## src/pmp_defs.svh

```systemverilog
// constants for the program message parser
//
// Notes on behaviour
// - path starts at root, colon descends
// - semicolon splits message into commands
// - colon after semicolon resets to root
// - bare word after semicolon keeps level
// - non-root word after root reset errors
// - leading colon optional, same meaning
// - optional root skipped, next level accepted
// - path pointer only moves down
// - common commands keep path pointer
// - line feed or eoi ends message
// - commands execute in message order
// - invalid command errors, not executed
// - commands after an error are discarded
// - responses queued, sent when talk addressed
// - semicolons between responses
// - response ends line feed with eoi
// - clear status zeroes events and errors
// - opc sets bit when work finished
// - opc query queues ascii one
// - event status query reads and clears
// - command words are case insensitive
// - short forms accepted per vowel rule
// - command error sets event bit five
`ifndef PMP_DEFS_SVH
`define PMP_DEFS_SVH
// ==========================================
// characters
`define PMP_CH_LF      8'h0A
`define PMP_CH_SEMI    8'h3B
`define PMP_CH_COLON   8'h3A
`define PMP_CH_STAR    8'h2A
`define PMP_CH_QUERY   8'h3F
`define PMP_CH_SPACE   8'h20
`define PMP_CH_ONE     8'h31
`define PMP_CH_ZERO    8'h30
`define PMP_CH_SEP     8'h3B
`define PMP_CASE_BIT   8'h20
// ==========================================
// event register fields and sizes
`define PMP_ESR_OPC    0
`define PMP_ESR_QYE    2
`define PMP_ESR_CMD_ERR 5
`define PMP_ESR_RST    8'h00
`define PMP_WORD_MAX   12
`define PMP_OQ_DEPTH   16
`define PMP_LVL_MAX    3
`endif

```

## src/pmp_pkg.sv

```systemverilog
// types for the program message parser
`default_nettype none
package pmp_pkg;
   // one byte from the bus with its end flag
   typedef struct packed {
      logic [7:0] data;
      logic       eoi;
   } pmp_byte_t;
   // classification of a finished word
   typedef enum logic [4:0] {
      PMP_W_NONE = 5'b00001,
      PMP_W_PATH = 5'b00010,
      PMP_W_LEAF = 5'b00100,
      PMP_W_COMN = 5'b01000,
      PMP_W_BAD  = 5'b10000
   } pmp_word_t;
   // parser state
   typedef enum logic [2:0] {
      PMP_S_WORD = 3'b001,
      PMP_S_PARM = 3'b010,
      PMP_S_SKIP = 3'b100
   } pmp_state_t;
endpackage : pmp_pkg
`default_nettype wire

```

## src/pmp_parser.sv

```systemverilog
// program message parser: path pointer, execution, output queue, common commands
`include "pmp_defs.svh"
`default_nettype none
module pmp_parser
   import pmp_pkg::*;
(
   // clock and reset
   input  wire logic       core_clk_i,
   input  wire logic       rst_i,
   // listener byte stream
   input  wire pmp_byte_t  rx_byte_i,
   input  wire logic       rx_valid_i,
   // talker byte stream
   input  wire logic       talk_addr_i,
   input  wire logic       tx_ready_i,
   output pmp_byte_t       tx_byte_o,
   output logic            tx_valid_o,
   // word lookup from the command table
   output logic [7:0]      word_char_o [`PMP_WORD_MAX],
   output logic [3:0]      word_len_o,
   output logic [1:0]      word_lvl_o,
   input  wire pmp_word_t  word_kind_i,
   input  wire logic       word_root_opt_i,
   // execution of a device command
   output logic            exec_o,
   output logic            exec_query_o,
   input  wire logic       dev_busy_i,
   input  wire logic [7:0] dev_resp_i,
   // status
   output logic [7:0]      esr_o,
   output logic            command_error_flag_o,
   output logic            err_queue_clear_o,
   output logic            program_message_end_marker_o
);
   // ==========================================
   // state
   pmp_state_t st_q, st_d;
   logic [7:0] wc_q [`PMP_WORD_MAX];
   logic [7:0] wc_d [`PMP_WORD_MAX];
   logic [3:0] wl_q, wl_d;
   logic [1:0] lvl_q, lvl_d;
   logic       semi_q, semi_d;    // last separator was a semicolon
   logic       star_q, star_d;
   logic       qry_q, qry_d;
   logic       cut_q, cut_d;      // error cut-off active in this message
   logic [7:0] esr_q, esr_d;
   logic       opc_pend_q, opc_pend_d;
   logic       opcq_pend_q, opcq_pend_d;
   logic [7:0] oq_q [`PMP_OQ_DEPTH];
   logic [7:0] oq_d [`PMP_OQ_DEPTH];
   logic [4:0] oq_n_q, oq_n_d;
   logic [3:0] rd_q, rd_d;
   logic       exec_d, exq_d, cmd_err_d, clr_d, pme_d;
   logic [7:0] c;
   logic       is_end;

   assign c      = rx_byte_i.data;
   assign is_end = rx_valid_i & ((c == `PMP_CH_LF) | rx_byte_i.eoi);

   // word buffer to the command table, which applies short forms
   genvar gi;
   generate
      for (gi = 0; gi < `PMP_WORD_MAX; gi++)
      begin : g_wc
         assign word_char_o[gi] = wc_q[gi];
      end
   endgenerate
   assign word_len_o = wl_q;          // table checks long or short form
   assign word_lvl_o = lvl_q;

   // ==========================================
   // parser next state
   always_comb
   begin
      logic       fin;
      logic       push;
      logic [7:0] pv;
      fin = 1'b0;
      push = 1'b0;
      pv = 8'h00;
      st_d = st_q;
      wc_d = wc_q;
      wl_d = wl_q;
      lvl_d = lvl_q;
      semi_d = semi_q;
      star_d = star_q;
      qry_d = qry_q;
      cut_d = cut_q;
      esr_d = esr_q;
      opc_pend_d = opc_pend_q;
      opcq_pend_d = opcq_pend_q;
      oq_d = oq_q;
      oq_n_d = oq_n_q;
      rd_d = rd_q;
      exec_d = 1'b0;
      exq_d = 1'b0;
      cmd_err_d = 1'b0;
      clr_d = 1'b0;
      pme_d = 1'b0;
      // a word closes on separator, space or end; end of message ends it too
      if (rx_valid_i)
      begin
         case (st_q)
            PMP_S_WORD:
            begin
               if (c == `PMP_CH_COLON)
               begin
                  if (wl_q == 4'h0)
                  begin
                     if (semi_q)
                        lvl_d = 2'd0;
                     // leading colon with nothing before it: no effect
                  end
                  else
                     fin = 1'b1;
                  semi_d = 1'b0;
               end
               else if ((c == `PMP_CH_SEMI) | (c == `PMP_CH_SPACE) | is_end)
                  fin = (wl_q != 4'h0) | star_q;
               else if (c == `PMP_CH_STAR)
                  star_d = 1'b1;
               else if (c == `PMP_CH_QUERY)
                  qry_d = 1'b1;
               else if (wl_q < 4'(`PMP_WORD_MAX))
               begin
                  wc_d[wl_q] = c & ~`PMP_CASE_BIT; // fold to upper
                  wl_d = wl_q + 4'h1;
               end
            end
            PMP_S_PARM:
               if (c == `PMP_CH_SEMI)
                  st_d = PMP_S_WORD;
            default:
               st_d = PMP_S_SKIP;      // discard until terminator
         endcase
      end
      // resolve a finished word, in arrival order
      if (fin & ~cut_q)
      begin
         if (star_q)
         begin
            // common command: path pointer untouched
            if (wc_q[0] == 8'h43)
            begin
               esr_d = `PMP_ESR_RST;   // clear status
               clr_d = 1'b1;
               opc_pend_d = 1'b0;
               opcq_pend_d = 1'b0;
            end
            else if ((wc_q[0] == 8'h45) & (wc_q[2] == 8'h52) & qry_q)
            begin
               push = 1'b1;           // event status read
               pv = esr_q;
               esr_d = `PMP_ESR_RST;
            end
            else if ((wc_q[0] == 8'h4F) & qry_q)
               opcq_pend_d = 1'b1;
            else if (wc_q[0] == 8'h4F)
               opc_pend_d = 1'b1;
            else
            begin
               exec_d = 1'b1;
               exq_d = qry_q;
            end
         end
         else
         begin
            case (word_kind_i)
               PMP_W_PATH:
                  if (lvl_q < 2'(`PMP_LVL_MAX))
                     lvl_d = lvl_q + 2'd1; // only downward
               PMP_W_LEAF:
               begin
                  exec_d = 1'b1;      // level kept for next bare word
                  exq_d = qry_q;
               end
               default:
               begin
                  if (word_root_opt_i & (lvl_q == 2'd0))
                  begin
                     // optional root omitted: word stands one level down
                     // a following colon marks a path, anything else a command
                     if (c == `PMP_CH_COLON)
                        lvl_d = 2'd2;
                     else
                     begin
                        lvl_d = 2'd1;
                        exec_d = 1'b1;
                        exq_d = qry_q;
                     end
                  end
                  else
                  begin
                     cmd_err_d = 1'b1;
                     esr_d[`PMP_ESR_CMD_ERR] = 1'b1;
                     cut_d = 1'b1;
                     st_d = PMP_S_SKIP;
                  end
               end
            endcase
         end
         wl_d = 4'h0;
         star_d = 1'b0;
         qry_d = 1'b0;
         if ((c != `PMP_CH_SEMI) & ~is_end & (c != `PMP_CH_COLON) & ~cmd_err_d)
            st_d = PMP_S_PARM;
      end
      else if (fin)
         st_d = PMP_S_SKIP;
      if (rx_valid_i & (c == `PMP_CH_SEMI))
         semi_d = 1'b1;               // split at semicolon
      // pending completions wait for the device to go idle; clear status drops them
      if (opc_pend_q & ~dev_busy_i & ~clr_d)
      begin
         esr_d[`PMP_ESR_OPC] = 1'b1;
         opc_pend_d = 1'b0;
      end
      if (opcq_pend_q & ~dev_busy_i & ~push & ~clr_d)
      begin
         push = 1'b1;
         pv = `PMP_CH_ONE;
         opcq_pend_d = 1'b0;
      end
      if (exq_d & ~push)
      begin
         push = 1'b1;
         pv = dev_resp_i;
      end
      // queue responses, separator before all but the first
      if (push && oq_n_q < 5'(`PMP_OQ_DEPTH - 2)) // count stays below 16 for rd_q
      begin
         if (oq_n_q != 5'd0)
         begin
            oq_d[oq_n_q[3:0]] = `PMP_CH_SEP;
            oq_d[4'(oq_n_q + 5'd1)] = pv;
            oq_n_d = oq_n_q + 5'd2;
         end
         else
         begin
            oq_d[0] = pv;
            oq_n_d = 5'd1;
         end
      end
      // talker drain
      if (tx_valid_o & tx_ready_i)
      begin
         if (rd_q == 4'(oq_n_q))
         begin
            rd_d = 4'h0;
            oq_n_d = 5'd0;
         end
         else
            rd_d = rd_q + 4'h1;
      end
      // end of message: root again, cut-off lifted
      if (is_end)
      begin
         pme_d = 1'b1;
         lvl_d = 2'd0;
         semi_d = 1'b0;
         cut_d = 1'b0;
         st_d = PMP_S_WORD;
         wl_d = 4'h0;
         star_d = 1'b0;
         qry_d = 1'b0;
      end
   end

   // ==========================================
   // registers
   always_ff @(posedge core_clk_i or posedge rst_i)
   begin
      if (rst_i)
      begin
         st_q <= PMP_S_WORD;
         for (int i = 0; i < `PMP_WORD_MAX; i++)
            wc_q[i] <= 8'h00;
         for (int i = 0; i < `PMP_OQ_DEPTH; i++)
            oq_q[i] <= 8'h00;
         wl_q <= 4'h0;
         lvl_q <= 2'd0;
         semi_q <= 1'b0;
         star_q <= 1'b0;
         qry_q <= 1'b0;
         cut_q <= 1'b0;
         esr_q <= `PMP_ESR_RST;
         opc_pend_q <= 1'b0;
         opcq_pend_q <= 1'b0;
         oq_n_q <= 5'd0;
         rd_q <= 4'h0;
         exec_o <= 1'b0;
         exec_query_o <= 1'b0;
         command_error_flag_o <= 1'b0;
         err_queue_clear_o <= 1'b0;
         program_message_end_marker_o <= 1'b0;
      end
      else
      begin
         st_q <= st_d;
         wc_q <= wc_d;
         oq_q <= oq_d;
         wl_q <= wl_d;
         lvl_q <= lvl_d;
         semi_q <= semi_d;
         star_q <= star_d;
         qry_q <= qry_d;
         cut_q <= cut_d;
         esr_q <= esr_d;
         opc_pend_q <= opc_pend_d;
         opcq_pend_q <= opcq_pend_d;
         oq_n_q <= oq_n_d;
         rd_q <= rd_d;
         exec_o <= exec_d;
         exec_query_o <= exq_d;
         command_error_flag_o <= cmd_err_d;
         err_queue_clear_o <= clr_d;
         program_message_end_marker_o <= pme_d;
      end
   end

   // ==========================================
   // talker output: queue bytes then line feed with eoi
   always_comb
   begin
      tx_valid_o = talk_addr_i & (oq_n_q != 5'd0);
      tx_byte_o.data = (rd_q == 4'(oq_n_q)) ? `PMP_CH_LF : oq_q[rd_q];
      tx_byte_o.eoi = (rd_q == 4'(oq_n_q));
   end
   assign esr_o = esr_q;
endmodule : pmp_parser
`default_nettype wire

```

## config.mk

```make
export PLATFORM = sky130hd
export DESIGN_NAME = pmp_parser
export DESIGN_NICKNAME = d
export VERILOG_FILES = /design/src/pmp_pkg.sv /design/src/pmp_parser.sv
export VERILOG_INCLUDE_DIRS = /design/src
export SDC_FILE = /design/constraint.sdc
export NUM_CORES = 1
export LEC_CHECK = 0
export BUFFER_PORTS_ARGS = -buffer_cell sky130_fd_sc_hd__buf_2
export CAP_MARGIN = 20
export CORE_MARGIN = 2
export CORE_UTILIZATION = 58
export DETAILED_ROUTE_END_ITERATION = 6
export GPL_ROUTABILITY_DRIVEN = 1
export PLACE_DENSITY = 0.8
export SYNTH_ARGS = -nofsm -noshare
export SYNTH_HDL_FRONTEND = slang
export SYNTH_SLANG_ARGS = --single-unit
```

## constraint.sdc

```tcl
create_clock -name core_clk_i -period 10.85 [get_ports core_clk_i]
set_input_delay 3.255 -clock core_clk_i [delete_from_list [all_inputs] [get_ports core_clk_i]]
set_output_delay 3.255 -clock core_clk_i [all_outputs]
set_load 0.05 [all_outputs]
```

==> results.toml <==
[run_status]
status = "finished clean"

[clocking]
cts-buffers-inserted = 25
ctsResizeCount = 0
postCtsSetupBuffers = 0
cts.sinks = 243
cts_tree = "yes"
cts.clk_slew.worst_paths_ns = 0.06
clock_path_buffers = 3
htreeDepth = 1
clock-root-buffer = "clkbuf_16"
cts_hold_buf = 0
clk_latency_ns = 0.54

[drt]
first_pass_iters = 6
routed_wl_um = 31190
vias = 8950
drt_iter0_markers = 837
wl_per_cell_um = 22.73
drc_errors = 0
post_drt_via_cell_ratio = 6.523
antenna_left = 0

[layout]
area_growth_pct = 15.62
diodes = 0
final_nets = 1126
drive_gt1_share_pct = 29.54
nFillCells = 1449

[worst_setup_path]
reg2reg_slack_ns = 7.37
critical_path_class = "in -> out"
cp_slowest_cell = "buf_2"
cp_cell_sequence = "buf_2, o31a_1, buf_2"
r2r_start = "oq_n_q[2]"
worst_r2r_path_depth = 6
cp-start-kind = "input pin"
worstPathMaxFanout = 4
worst-path-stages = 3
crit_path_max_incr_delay_ns = 0.28
crit_required_ns = 7.60
r2r-end = "oq_q[89]"
end_kind = "primary output"
worstPathArrival_ns = 3.79
cp_num_buf_inv = 2
cp_top_family = "buffers and inverters"
cpMostUsedCell = "buf_2"

[flow_run]
cap_violations = 0

[timing]
rsz0062_at_grt = "false"
finalHoldViolCount = 0
slew_violations = 0
finalSetupViolCount = 0
fin_tns_setup_ns = 0
period_needed_ns = 7.041
holdWs_ns = 0.4701
maxSlewHeadroom_pct = 14.62
skew_ns = 0.01825
worstMarginPinSlew_ns = 1.272
max_freq_mhz = 142.0
finalCritPeriodShare_pct = 64.89

[synth]
yosysTopAreaCell = "dfrtp_1"
synthFlopType = "dfrtp_1"
synth_top_area_share_pct = 52.13
postSynthAreaPerCell_um2 = 12.06
ys_warn_count = 0
syn_area_um2 = 11620
yosysMostFrequentCell = "dfrtp_1"
ys_types = 69
yosys_register_bits = 243
yosysSeqAreaShare_pct = 52.36
synth_cells = 963
yosys-top-cells-count = "242 x dfrtp_1, 82 x mux2_2, 66 x nor2_1"
synthArstFlopShare_pct = 100.0
synth_edf_count = 0
yosys-top-cells-area = "dfrtp_1 52%, mux2_2 7.9%, mux4_2 4.3%"

[hold_path]
hp-start = "oq_q[117]"
hold_depth = 1
min_path_type = "reg -> reg"
hold_end = "oq_q[117]"

[power]
p_per_area_nw_per_um2 = 215.7
ir_drop_mv = 0.1561
power.leakage_nw = 6.501

[global_route]
track_usage_pct = 29.22
antenna_found_initial = 1
grt_overflow = 0
grt_start_max_net_pins = 86
grt_first_pass_wirelength_um = 49770
grt_pass1_vias = 9128

[floorplan]
coreArea_um2 = 19590
fp.dieH_um = 145.5
die_area_um2 = 21180
pin_count = 154
rows = 51
die_w_um = 145.5
start_util_pct = 59.30

[place]
io_buffers = 135
place_congestion = 0.9483
hpwl_um = 21490
==> how the worst max path moves through the flow <==
| stage | start | slack, ns | end |
|---|---|---|---|
| CTS | talk_addr_i | 3.81 | tx_valid_o |
| floorplan | rst_i | 0.92 | command_error_flag_o |
| global route | talk_addr_i | 3.76 | tx_valid_o |
| global placement | talk_addr_i | 3.83 | tx_valid_o |
| detailed placement | rx_byte_i[2] | 3.76 | oq_q[73] |
| finish | talk_addr_i | 3.81 | tx_valid_o |
==> metrics by stage <==
step	instances	utilization [%]	instance area, um^2	setup slack [ns]	total power [mW]
2_1_floorplan	980	-	11680	0.9235	1.738
3_3_place_gp	1321	63.61	12460	3.831	1.942
3_5_place_dp	1321	63.61	12460	3.760	1.958
4_1_cts	1366	68.25	13370	3.812	2.898
5_1_grt	1372	68.56	13430	3.757	3.004
6_report	1372	68.56	13430	3.809	2.896
==> cells in the final DEF, fill, tap and decap left out, types with 5 or more instances in the layout <==
master	n
and2_1	7
bufinv_16	5
or2_2	8
a21oi_1	16
o21ai_0	18
a22o_1	44
ha_1	8
nand4_1	7
buf_4	16
nor2_1	66
a211oi_1	10
o22ai_1	9
clkbuf_16	25
nor3_1	14
a21o_1	5
o22a_1	28
mux2_2	82
mux4_2	22
a2bb2oi_1	45
inv_1	16
mux2i_1	24
a311o_1	9
dfrtp_1	241
and3_1	8
o221ai_1	13
nand2_1	58
nor4bb_1	5
a311oi_1	9
o211ai_1	7
conb_1	18
nand2b_1	13
nand3_1	12
o31ai_1	6
buf_2	136
a21boi_0	5
xor2_1	5
nor4_1	5
clkinv_2	6
==> cells by family after synthesis <==
logic type / share of synthesized area, %
other: 0.03228
DFF: 52.36
and+or+nand+nor: 10.09
AOI/OAI and AO/OA: 17.89
xor gates and xnor gates: 0.6032
muxes: 14.57
buffers and inverters: 3.587
adders and majority gates: 0.8617
==> power breakdown <==
| part | switching [mW] | internal, mW |
|---|---|---|
| Clock | 0.373 | 0.572 |
| Sequential | 0.0737 | 0.978 |
| Combinational | 0.639 | 0.261 |
| Total | 1.08 | 1.81 |
==> state kept, by name, indices dropped and copies added, names as in the netlist, 2 cells and up <==
signal,cells
oq_q,128
word_char_o,84
oq_n_q,5
rd_q,4
word_len_o,4
st_q,3
esr_o,2
word_lvl_o,2
==> worst reg2reg max path, cell delays in order (launching register included) <==
cell and delay, ns:
dfrtp_1 0.75, ha_1 0.44, xor2_1 0.30, nor3_1 0.54, nor2_1 0.13, a311oi_1 0.98
o22a_1 0.28
==> metal layers <==
metal | part of all wire (%) | vias to the layer above | wire length, um | global-route usage, %
met5 | 0.035 | - | 11 | 0
met4 | 3.6 | 2 | 1133 | 10.88
met3 | 7.7 | 84 | 2399 | 6.646
met2 | 49 | 448 | 15210 | 48.41
met1 | 40 | 4530 | 12430 | 37.99
li1 | - | 3886 | - | -
==> area by class of cell <==
class | count | area, um^2 | share of cell area, %
clock buffers | 30 | 684.4 | 5.096
clock inverters | 15 | 225.2 | 1.677
inverters | 18 | 75.07 | 0.5590
multi-input cells | 647 | 5197 | 38.70
flip-flops and latches | 243 | 6083 | 45.30
well taps | 265 | 331.6 | 2.469
repair buffers | 154 | 833.3 | 6.205
No activity file was read; power rests on OpenSTA's default activity.
